--- src/hdl/sspe_consts.svh ---
// Constants for the strap sampling and power enable block
`ifndef SSPE_CONSTS_SVH
`define SSPE_CONSTS_SVH

// Timing
`define SSPE_CLK_MHZ 100
`define SSPE_SAMPLE_DELAY_US 2000

// Strap pad positions
`define SSPE_PAD_W 9
`define SSPE_GPIO_W 8
`define SSPE_PAD_LVL_LO 0
`define SSPE_PAD_LVL_HI 1
`define SSPE_PAD_HOST_LO 2
`define SSPE_PAD_HOST_HI 3
`define SSPE_PAD_FUSE 4
`define SSPE_PAD_FLASH_PRES 5
`define SSPE_PAD_REMAP 6
`define SSPE_PAD_FLASH_VEND 7
`define SSPE_PAD_XTAL 8
`define SSPE_STRAP_DEFAULTS 9'h052

// Strap encodings
`define SSPE_HOST_USB 2'h0
`define SSPE_HOST_USB_NOBOOT 2'h1
`define SSPE_LVL_NONE 2'h0

// Register offsets
`define SSPE_OFF_STATUS 8'h00
`define SSPE_OFF_CTRL 8'h04
`define SSPE_OFF_GPIO_OUT 8'h08
`define SSPE_OFF_GPIO_OE 8'h0c
`define SSPE_OFF_GPIO_IN 8'h10
`define SSPE_OFF_PWR 8'h14
`define SSPE_HSIZE_WORD 3'h2

// Control register
`define SSPE_CTRL_W 4
`define SSPE_CTRL_PD_SRR 0
`define SSPE_CTRL_PD_WLAN 1
`define SSPE_CTRL_OSC_REQ 2
`define SSPE_CTRL_CPU_RUN 3
`define SSPE_CTRL_RESET 4'h3

// Power channels
`define SSPE_NCH 2
`define SSPE_CH_SRR 0
`define SSPE_CH_WLAN 1

`endif

--- src/hdl/sspe_pkg.sv ---
// Types for the strap sampling and power enable block
`default_nettype none
package sspe_pkg;
  typedef enum logic [2:0] {
    sspe_st_wait = 3'b001,
    sspe_st_count = 3'b010,
    sspe_st_done = 3'b100
  } sspe_state_t;
  typedef logic [8:0] sspe_pad_t;
endpackage
`default_nettype wire

--- src/hdl/sspe_power_gate.sv ---
// One section power enable with regulator and section reset control
`timescale 1ns/100ps
`default_nettype none
module sspe_power_gate (
  input wire logic core_clk_i,
  input wire logic resetn_i,
  input wire logic clk_en_i,
  input wire logic pwr_en_i,
  input wire logic pd_cfg_i,
  output logic reg_en_o,
  output logic section_rst_n_o,
  output logic pd_en_o
);

  // ****************************************
  // Regulator, reset and pull-down
  // ****************************************
  // Reset lifts one cycle after the regulator so the section never runs unpowered
  always_ff @(posedge core_clk_i) begin
    if (!resetn_i) begin
      reg_en_o <= 1'b0;
      section_rst_n_o <= 1'b0;
      pd_en_o <= 1'b1;
    end else if (clk_en_i) begin
      reg_en_o <= pwr_en_i;
      section_rst_n_o <= pwr_en_i && reg_en_o;
      pd_en_o <= pd_cfg_i;
    end
  end
endmodule // sspe_power_gate
`default_nettype wire

--- src/hdl/sspe_top.sv ---
// Strap sampling and power enable top with AHB-Lite register slave
//
// Implementation choices: the address map and the AHB-Lite register port.
`timescale 1ns/100ps
`default_nettype none
// ****************************************
// Summary of operation
// - Straps sampled once, a set delay after reset or external reset release.
// - After sampling, strap pads become GPIO or oscillator enable output.
// - Host select strap: 00 normal USB, 01 USB without bootloader.
// - Fuse power strap 0 leaves fuse memory unpowered; default 1.
// - Flash present strap and flash vendor strap, both default 0.
// - Remap strap: 0 SRAM, 1 ROM boot; processor held in reset.
// - Resource level strap sets clock bring-up level; default 10.
// - Polarity strap: 0 oscillator enable active high, 1 active low.
// - Radio enable powers its regulators and holds section reset while low.
// - WLAN enable powers its regulators and holds section reset while low.
// ****************************************
`include "sspe_consts.svh"

module sspe_top #(
  parameter int unsigned SAMPLE_DELAY_CYCLES = `SSPE_SAMPLE_DELAY_US * `SSPE_CLK_MHZ
) (
  input wire logic core_clk_i,
  input wire logic resetn_i,
  input wire logic clk_en_i,
  input wire logic ext_por_n_i,
  // AHB-Lite slave
  input wire logic hsel_i,
  input wire logic [31:0] haddr_i,
  input wire logic [1:0] htrans_i,
  input wire logic hwrite_i,
  input wire logic [2:0] hsize_i,
  input wire logic [31:0] hwdata_i,
  input wire logic hready_i,
  output logic hreadyout_o,
  output logic hresp_o,
  output logic [31:0] hrdata_o,
  // Strap pads
  input wire logic [`SSPE_PAD_W-1:0] pad_i,
  output logic [`SSPE_PAD_W-1:0] pad_o,
  output logic [`SSPE_PAD_W-1:0] pad_oe_o,
  output logic [`SSPE_PAD_W-1:0] pad_pu_o,
  output logic [`SSPE_PAD_W-1:0] pad_pd_o,
  // Decoded straps
  output logic straps_valid_o,
  output logic [1:0] host_ifc_mode_o,
  output logic bootloader_skip_o,
  output logic fuse_mem_power_o,
  output logic flash_present_o,
  output logic flash_vendor_o,
  output logic boot_from_rom_o,
  output logic cpu_hold_reset_o,
  output logic [1:0] resource_level_o,
  // Section power
  input wire logic short_range_radio_power_enable_i,
  input wire logic wireless_lan_power_enable_i,
  output logic [`SSPE_NCH-1:0] reg_en_o,
  output logic [`SSPE_NCH-1:0] section_rst_n_o,
  output logic [`SSPE_NCH-1:0] pwr_pd_en_o
);

  localparam int unsigned CW = $clog2(SAMPLE_DELAY_CYCLES + 1);

  // ****************************************
  // Strap sampling sequencer
  // ****************************************
  sspe_pkg::sspe_state_t state;
  sspe_pkg::sspe_state_t next_state;
  logic [CW-1:0] cnt;
  logic [CW-1:0] next_cnt;
  sspe_pkg::sspe_pad_t strap_q;
  sspe_pkg::sspe_pad_t next_straps;
  logic next_valid;

  wire por_active = !ext_por_n_i;
  wire in_count = (state == sspe_pkg::sspe_st_count);
  wire in_done = (state == sspe_pkg::sspe_st_done);
  wire cnt_last = (cnt == CW'(SAMPLE_DELAY_CYCLES - 1));
  wire sample_now = in_count && cnt_last && !por_active;

  // External reset restarts the wait, as a fresh power-on would
  always_comb begin
    next_state = state;
    case (state)
      sspe_pkg::sspe_st_wait: begin
        if (!por_active) begin
          next_state = sspe_pkg::sspe_st_count;
        end
      end
      sspe_pkg::sspe_st_count: begin
        if (por_active) begin
          next_state = sspe_pkg::sspe_st_wait;
        end else if (cnt_last) begin
          next_state = sspe_pkg::sspe_st_done;
        end
      end
      sspe_pkg::sspe_st_done: begin
        if (por_active) begin
          next_state = sspe_pkg::sspe_st_wait;
        end
      end
      default: begin
        next_state = sspe_pkg::sspe_st_wait;
      end
    endcase
  end

  // Count clears outside its state, so a restart always waits the full delay
  assign next_cnt = (in_count && !cnt_last && !por_active) ? cnt + CW'(1) : '0;
  // Straps change only at the sampling instant
  assign next_straps = sample_now ? pad_i : strap_q;
  assign next_valid = !por_active && (sample_now || in_done);

  always_ff @(posedge core_clk_i) begin
    if (!resetn_i) begin
      state <= sspe_pkg::sspe_st_wait;
      cnt <= '0;
      strap_q <= `SSPE_STRAP_DEFAULTS;
    end else if (clk_en_i) begin
      state <= next_state;
      cnt <= next_cnt;
      strap_q <= next_straps;
    end
  end

  // ****************************************
  // Register file
  // ****************************************
  logic [`SSPE_CTRL_W-1:0] ctrl;
  logic [`SSPE_GPIO_W-1:0] gpio_out;
  logic [`SSPE_GPIO_W-1:0] gpio_oe;
  logic wr_pend;
  logic [7:0] wr_off;
  logic [31:0] rd_mux;

  wire addr_ph = hsel_i && hready_i && htrans_i[1];
  wire [7:0] a_off = haddr_i[7:0];
  wire wr_take = addr_ph && hwrite_i && (hsize_i == `SSPE_HSIZE_WORD);
  wire wr_ctrl = wr_pend && (wr_off == `SSPE_OFF_CTRL);
  wire wr_gout = wr_pend && (wr_off == `SSPE_OFF_GPIO_OUT);
  wire wr_goe = wr_pend && (wr_off == `SSPE_OFF_GPIO_OE);
  wire osc_req = ctrl[`SSPE_CTRL_OSC_REQ];
  wire cpu_run = ctrl[`SSPE_CTRL_CPU_RUN];
  wire [`SSPE_NCH-1:0] pd_cfg = {ctrl[`SSPE_CTRL_PD_WLAN], ctrl[`SSPE_CTRL_PD_SRR]};
  wire [`SSPE_NCH-1:0] pwr_pins = {wireless_lan_power_enable_i,
                                   short_range_radio_power_enable_i};

  // Unmapped offsets read zero and ignore writes
  assign rd_mux =
    (a_off == `SSPE_OFF_STATUS) ? {22'h0, in_done, strap_q} :
    (a_off == `SSPE_OFF_CTRL) ? {28'h0, ctrl} :
    (a_off == `SSPE_OFF_GPIO_OUT) ? {24'h0, gpio_out} :
    (a_off == `SSPE_OFF_GPIO_OE) ? {24'h0, gpio_oe} :
    (a_off == `SSPE_OFF_GPIO_IN) ? {23'h0, pad_i} :
    (a_off == `SSPE_OFF_PWR) ? {28'h0, section_rst_n_o, pwr_pins} :
    32'h0;

  always_ff @(posedge core_clk_i) begin
    if (!resetn_i) begin
      wr_pend <= 1'b0;
      wr_off <= 8'h0;
      hrdata_o <= 32'h0;
      hreadyout_o <= 1'b1;
      hresp_o <= 1'b0;
    end else if (clk_en_i) begin
      wr_pend <= wr_take;
      if (wr_take) begin
        wr_off <= a_off;
      end
      if (addr_ph && !hwrite_i) begin
        hrdata_o <= rd_mux;
      end
      // Zero wait states: every register answers in its data phase
      hreadyout_o <= 1'b1;
      hresp_o <= 1'b0;
    end
  end

  always_ff @(posedge core_clk_i) begin
    if (!resetn_i) begin
      ctrl <= `SSPE_CTRL_RESET;
      gpio_out <= 8'h0;
      gpio_oe <= 8'h0;
    end else if (clk_en_i) begin
      if (wr_ctrl) begin
        ctrl <= hwdata_i[`SSPE_CTRL_W-1:0];
      end
      if (wr_gout) begin
        gpio_out <= hwdata_i[`SSPE_GPIO_W-1:0];
      end
      if (wr_goe) begin
        gpio_oe <= hwdata_i[`SSPE_GPIO_W-1:0];
      end
    end
  end

  // ****************************************
  // Strap decode and pad control
  // ****************************************
  // Pads stay inputs until sampling so the board straps are read cleanly
  wire [`SSPE_PAD_W-1:0] next_pad_oe = next_valid ? {1'b1, gpio_oe} : '0;
  wire xtal_level = osc_req ^ next_straps[`SSPE_PAD_XTAL];
  wire [`SSPE_PAD_W-1:0] next_pad_out = next_valid ? {xtal_level, gpio_out} : '0;
  wire [1:0] next_host = next_straps[`SSPE_PAD_HOST_HI:`SSPE_PAD_HOST_LO];
  wire [1:0] next_lvl = next_straps[`SSPE_PAD_LVL_HI:`SSPE_PAD_LVL_LO];
  // Pulls restate the strap defaults, so an unfitted strap reads as its default

  always_ff @(posedge core_clk_i) begin
    if (!resetn_i) begin
      pad_o <= '0;
      pad_oe_o <= '0;
      pad_pu_o <= `SSPE_STRAP_DEFAULTS;
      pad_pd_o <= ~`SSPE_STRAP_DEFAULTS;
    end else if (clk_en_i) begin
      pad_o <= next_pad_out;
      pad_oe_o <= next_pad_oe;
      pad_pu_o <= `SSPE_STRAP_DEFAULTS;
      pad_pd_o <= ~`SSPE_STRAP_DEFAULTS;
    end
  end

  always_ff @(posedge core_clk_i) begin
    if (!resetn_i) begin
      straps_valid_o <= 1'b0;
      host_ifc_mode_o <= `SSPE_HOST_USB;
      bootloader_skip_o <= 1'b0;
      fuse_mem_power_o <= 1'b0;
      flash_present_o <= 1'b0;
      flash_vendor_o <= 1'b0;
      boot_from_rom_o <= 1'b0;
      cpu_hold_reset_o <= 1'b1;
      resource_level_o <= `SSPE_LVL_NONE;
    end else if (clk_en_i) begin
      straps_valid_o <= next_valid;
      host_ifc_mode_o <= next_valid ? next_host : `SSPE_HOST_USB;
      bootloader_skip_o <= next_valid && (next_host == `SSPE_HOST_USB_NOBOOT);
      fuse_mem_power_o <= next_valid && next_straps[`SSPE_PAD_FUSE];
      flash_present_o <= next_valid && next_straps[`SSPE_PAD_FLASH_PRES];
      flash_vendor_o <= next_valid && next_straps[`SSPE_PAD_FLASH_VEND];
      boot_from_rom_o <= next_valid && next_straps[`SSPE_PAD_REMAP];
      // Processor waits for software in either boot mode
      cpu_hold_reset_o <= !(next_valid && cpu_run);
      resource_level_o <= next_valid ? next_lvl : `SSPE_LVL_NONE;
    end
  end

  // ****************************************
  // Section power gates
  // ****************************************
  // Enables are trusted synchronous; level 11 relies on the board's oscillator
  for (genvar ch = 0; ch < `SSPE_NCH; ch++) begin : g_gate
    sspe_power_gate i_sspe_power_gate (
      .core_clk_i(core_clk_i),
      .resetn_i(resetn_i),
      .clk_en_i(clk_en_i),
      .pwr_en_i(pwr_pins[ch]),
      .pd_cfg_i(pd_cfg[ch]),
      .reg_en_o(reg_en_o[ch]),
      .section_rst_n_o(section_rst_n_o[ch]),
      .pd_en_o(pwr_pd_en_o[ch])
    );
  end
endmodule // sspe_top
`default_nettype wire

--- config.mk ---
export PLATFORM = sky130hd
export DESIGN_NAME = sspe_top
export DESIGN_NICKNAME = d
export VERILOG_FILES = /design/src/hdl/sspe_pkg.sv /design/src/hdl/sspe_power_gate.sv /design/src/hdl/sspe_top.sv
export VERILOG_INCLUDE_DIRS = /design/src /design/src/hdl
export SDC_FILE = /design/constraint.sdc
export NUM_CORES = 1
export LEC_CHECK = 0
export BUFFER_PORTS_ARGS = -buffer_cell sky130_fd_sc_hd__buf_2
export CORE_MARGIN = 5
export CORE_UTILIZATION = 42
export CTS_CLUSTER_SIZE = 28
export DETAILED_ROUTE_END_ITERATION = 7
export HOLD_SLACK_MARGIN = 0.06
export PLACE_DENSITY = 0.69
export SYNTH_ARGS = -nofsm -noshare
export SYNTH_HDL_FRONTEND = slang
export SYNTH_SLANG_ARGS = --single-unit
--- constraint.sdc ---
create_clock -name core_clk_i -period 2.5 [get_ports core_clk_i]
set_input_delay 0.5 -clock core_clk_i [delete_from_list [all_inputs] [get_ports core_clk_i]]
set_output_delay 0.5 -clock core_clk_i [all_outputs]
set_load 0.01 [all_outputs]
# == Word-level counts from Yosys, hierarchy flattened ==
# Index checks and enable logic that the tools add are counted.
# word_totals
regBits,126
input_bits,87
out_inout_bits,87
wordCells,94
# classes
addsub,1
eq_ne,17
mux,17
bitwise_logic,1
n_reduce_logical,32
# op_table
cell,n
9-bit 2-to-1 mux,7
8-bit by 4-bit == test with 1-bit output (second input constant),4
1-bit logical AND,21
18-bit by 1-bit adder with 18-bit output (second input constant),1
18-bit == test (second input constant),1
18-bit 2-to-1 mux,1
8-bit by 3-bit == test with 1-bit output (second input constant),2
8-bit by 5-bit == test with 1-bit output (second input constant),2
3-bit 2-to-1 mux,4
10-bit 2-to-1 mux,1
2-bit AND reduction,5
3-bit one-hot mux with 3 select lines,1
8-bit logical NOT,1
3-bit by 2-bit == test with 1-bit output (second input constant),2
2-bit 2-to-1 mux,2
4-bit 2-to-1 mux,1
2-bit inequality test (second input constant),2
4-bit AND reduction,1
3-bit by 1-bit == test with 1-bit output (second input constant),1
3-bit == test (second input constant),1
1-bit logical NOT,3
3-bit by 2-bit inequality test with 1-bit output (second input constant),1
2-bit by 1-bit == test with 1-bit output (second input constant),1
1-bit logical OR,1
1-bit XOR,1

# == Longest topological paths before layout ==
# depth
word_depth,7
ltp_mapped,9
mapped_depth_nobuf,6

# == Modules after synthesis ==
# A second synthesis with hierarchy kept.
# unflattened
cells_unflattened,543
hier_area_um2,4843.4
# modules_own_cells
module,instances,cells_per_inst,area_each_um2
sspe_top,1,523,4628.2
sspe_power_gate,2,10,107.6

# == Worst setup path after synthesis ==
# OpenSTA, ideal clock, no wires.
# synth_timing
path_type,input to register
start,input haddr_i[0]
end,register hrdata_o[9]
setup_time_ns,0.070
arrival_ns,1.956
t_required_ns,2.430
path_slack_ns,0.474
stages,5
path_cell_list,or4_4 nor3_4 nand2_2 or4_1 a21oi_1
# synth_between
elab_chain_cells,2
# synth_rtl
element,line,rtl
start: declaration,sspe_top.sv:30,"input wire logic [31:0] haddr_i,"
8-bit logical NOT (no source line),--,
10-bit 2-to-1 mux,sspe_top.sv:151,"(a_off == `SSPE_OFF_STATUS) ? {22'h0, in_done, strap_q} :"
end signal: assignment,sspe_top.sv:172,hrdata_o <= rd_mux;
end: declaration,sspe_top.sv:38,"output logic [31:0] hrdata_o,"
# Every way passes these cells.
# A chain may end at the register's enable or synchronous reset.

# == Final worst setup path ==
# layout_timing
start,register wr_off[1]
end,register gpio_out[2]
# layout_between
elab_chain_cells,3
# layout_rtl
element,line,rtl
start: declaration,sspe_top.sv:134,logic [7:0] wr_off;
start signal: assignment,sspe_top.sv:169,wr_off <= a_off;
8-bit by 4-bit == test with 1-bit output (no source line),--,
1-bit logical AND,sspe_top.sv:141,wire wr_gout = wr_pend && (wr_off == `SSPE_OFF_GPIO_OUT);
2-bit AND reduction (no source line),--,
end signal: assignment,sspe_top.sv:190,gpio_out <= hwdata_i[`SSPE_GPIO_W-1:0];
end: declaration,sspe_top.sv:131,logic [`SSPE_GPIO_W-1:0] gpio_out;
# Every way passes these cells.

==> impl_results.md <==
* Outcome: completed
* Peak Freq at 440 MHz
* Die Y at 117 µm
* Clock Sinks at 103
* Synth Register Bits at 103
* First-pass GRT wire length at 18.6 mm
* Combinational power share at 6.4%
* IO Port Bufs at 82
* Synth cell types at 51
* Via count at 3990
* Detailed Route Iter0 Violations at 253
* Fin nets at 702
* Worst setup SP type: flip-flop
* Clk root buf: clkbuf_16
* Setup ws final at 0.227 ns
* Die Wd at 117 µm
* Initial core utilization at 42.5%
* Share of cells above drive strength 1 at 19.1%
* Design area at 5440 µm²
* Yosys top cell by area: dfxtp_1
* Buf/Inv on CP at 0
* Fraction of registers with async set/reset at 0%
* Internal power at 2.47 mW
* Std cell rows at 39
* Vias in the first global route at 3835
* Critical Path RT at 2.73 ns
* CTS tree: done
* Area grow syn2layout at 13.1%
* Count of final setup violators at 0
* GP Congestion at 0.813
* Die area at 13700 µm²
* Crit path time final at 2.27 ns
* Yosys warns at 0
* Post-CTS setup buffers at 0
* Syn_area_per_cell at 8.73 µm²
* CP max FO at 8
* Cell Area, Synth at 4810 µm²
* H-tree levels at 3
* Post-route setup TNS at 0 ns
* Leakage at 2.31 nW
* Post-placement cell count at 746
* Initial DRT Pass Iterations at 4
* Crit path DAT at 2.50 ns
* Area post-placement at 5140 µm²
* Post-synth EDFFs at 0
* Flop-to-flop setup slack at 0.23 ns
* Core area at 11300 µm²
* Power per cell area at 602 nW/µm²
* CP delay by family, top: simple AND/OR/NAND/NOR gates
* Synth top area share at 42.9%
* Post-synthesis sequential area ratio at 42.9%
* Hpwl dp at 8.71 mm
* DR DRC count at 0
* Max VDD drop at 357 µV
* Fin. Hold Viols at 0
* Top FF cell, synth: dfxtp_1
* Vias/cell at 5.24
* Largest net degree at the start of global routing at 38
* Wire per inst at 15.1 µm
* Cts bufs inserted at 9
* CP max stage delay at 0.53 ns
* Fin crit share at 90.9%
* Hold WC Path Type: in -> reg
* Util after Layout at 48.0%
* Top post-synthesis cells by area: dfxtp_1 (43%), mux2i_1 (9.4%), buf_4 (7.6%)
* P_sw at 0.799 mW
* Clk pwr share at 42.6%
* Hold Slack at 0.409 ns
* Crit Path Class: reg -> reg
* Design Power at 3.27 mW
* Slew HR at 60.1%
* Antenna violations before repair at 0
* Ant. Diodes at 0
* Clk slew on worst S/H paths at 0.07 ns
* Post-cts resize count at 0
* Most instantiated cells after synthesis: dfxtp_1 (103), nor2_1 (94), buf_4 (49), mux2i_1 (45), nand3_1 (28)
* Clk buf depth at 2
* Sequential share of power at 51.1%
* Max-slew violation count at 0
* Cell Chain, Critical Path: or4_1, nor4_2, nand3b_1, mux2i_1, nor2_1
* Most frequent cell after synthesis: dfxtp_1
* Clk_lat worst skew at 0.34 ns
* Final cell count without fillers at 762
* Post-Route WL at 11.5 mm
* Grt total ovfl at 0
* Gr usage total at 17.1%
* RSZ-0062 raised after global routing: no
* Gate Count Post-Synth at 551
* Setup WS pre-CTS at 0.0946 ns
* Slowest CP cell: or4_1
* Net Sw Frac at 24.4%
* Post-cts hold buffer count at 0
* Crit end category: flip-flop
* Worst Tran Pin Value at 0.596 ns
* I/O Pins at 174
* Setup Skew at 0.00605 ns
* Post-route ant nets at 0
* Max-cap check violation count at 0
## sequential cells by signal, indices dropped and copies added (netlist names)
name	count
cnt	18
hrdata_o	10
pad_o	9
pad_oe_o	9
strap_q	9
gpio_oe	8
gpio_out	8
wr_off	8
ctrl	4
state	3
g_gate.i_sspe_power_gate.pd_en_o	2
g_gate.i_sspe_power_gate.reg_en_o	2
g_gate.i_sspe_power_gate.section_rst_n_o	2
host_ifc_mode_o	2
resource_level_o	2
boot_from_rom_o	1
bootloader_skip_o	1
cpu_hold_reset_o	1
flash_present_o	1
flash_vendor_o	1
fuse_mem_power_o	1
wr_pend	1
## cells by family (layout without fill, tap and decap cells)
family	count (synthesis)	after routing	synth area share (%)
compound gates	101	101	13.6
xor+xnor	17	17	3.10
fa+ha+maj	1	1	0.260
buf+inv	83	111	10.4
flops	103	103	42.9
mux	45	45	9.37
other cells	2	42	0.156
simple gates	199	199	20.2
## power groups by stage
stage	combinational [mW]	clock (mW)	sequential [mW]
after global routing	0.235	1.50	1.67
final	0.209	1.39	1.67
after global placement	0.203	0	1.71
after detailed placement	0.207	0	1.71
after floorplan	0.185	0	1.71
after CTS	0.208	1.42	1.67
## area by class of cell
| cell class | instances | area, µm² |
|---|---|---|
| repair buffers | 93 | 493 |
| well taps | 143 | 179 |
| fillers | 1121 | 5880 |
| clock buffers | 11 | 253 |
| clock inverters | 5 | 48.8 |
| multi-input cells | 405 | 2400 |
| flip-flops and latches | 103 | 2060 |
| inverters | 2 | 7.51 |
## worst reg2reg max path: cells and delay by family (launching register included)
family | cells | cell delay [ns]
flops | 1 | 0.31
mux | 1 | 0.32
simple gates | 4 | 1.51
## cells in the final DEF, fill, tap and decap left out, drive strengths merged, types with 2 or more instances in the layout
cell type    n
o21ai       25
nand2       25
nor2b        3
buf         93
a311oi       5
nand3b       4
mux2i       45
dfxtp      103
nand3       29
and2         3
nor3         8
nor4         2
or4          3
or3          2
o21a         3
o211ai       5
xor2         8
clkinv       2
and3         3
inv          5
and4         3
xnor2        9
a21o         9
a211oi       3
nand2b       5
nand4        7
a22oi       16
conb        42
a21oi       24
a221oi       4
a211o        3
clkbuf      11
nor2        94
## routing by layer
| metal | global-route usage [%] | wire length [µm] | vias to the layer above |
|---|---|---|---|
| li1 | - | - | 1957 |
| met1 | 23.0 | 5170 | 1893 |
| met2 | 27.8 | 5400 | 127 |
| met3 | 4.11 | 809 | 13 |
| met4 | 4.13 | 125 | 0 |
| met5 | 0 | 0 | - |
## final timing paths
check,start,endpoint,depth (start not counted)
worst min-delay path,hwdata_i[5],gpio_oe[5],3
worst max-delay path,wr_off[1],gpio_out[2],5
worst min register to register,flash_vendor_o,flash_vendor_o,2
worst max register to register,wr_off[1],gpio_out[2],5
No activity file was read; power rests on OpenSTA's default activity.
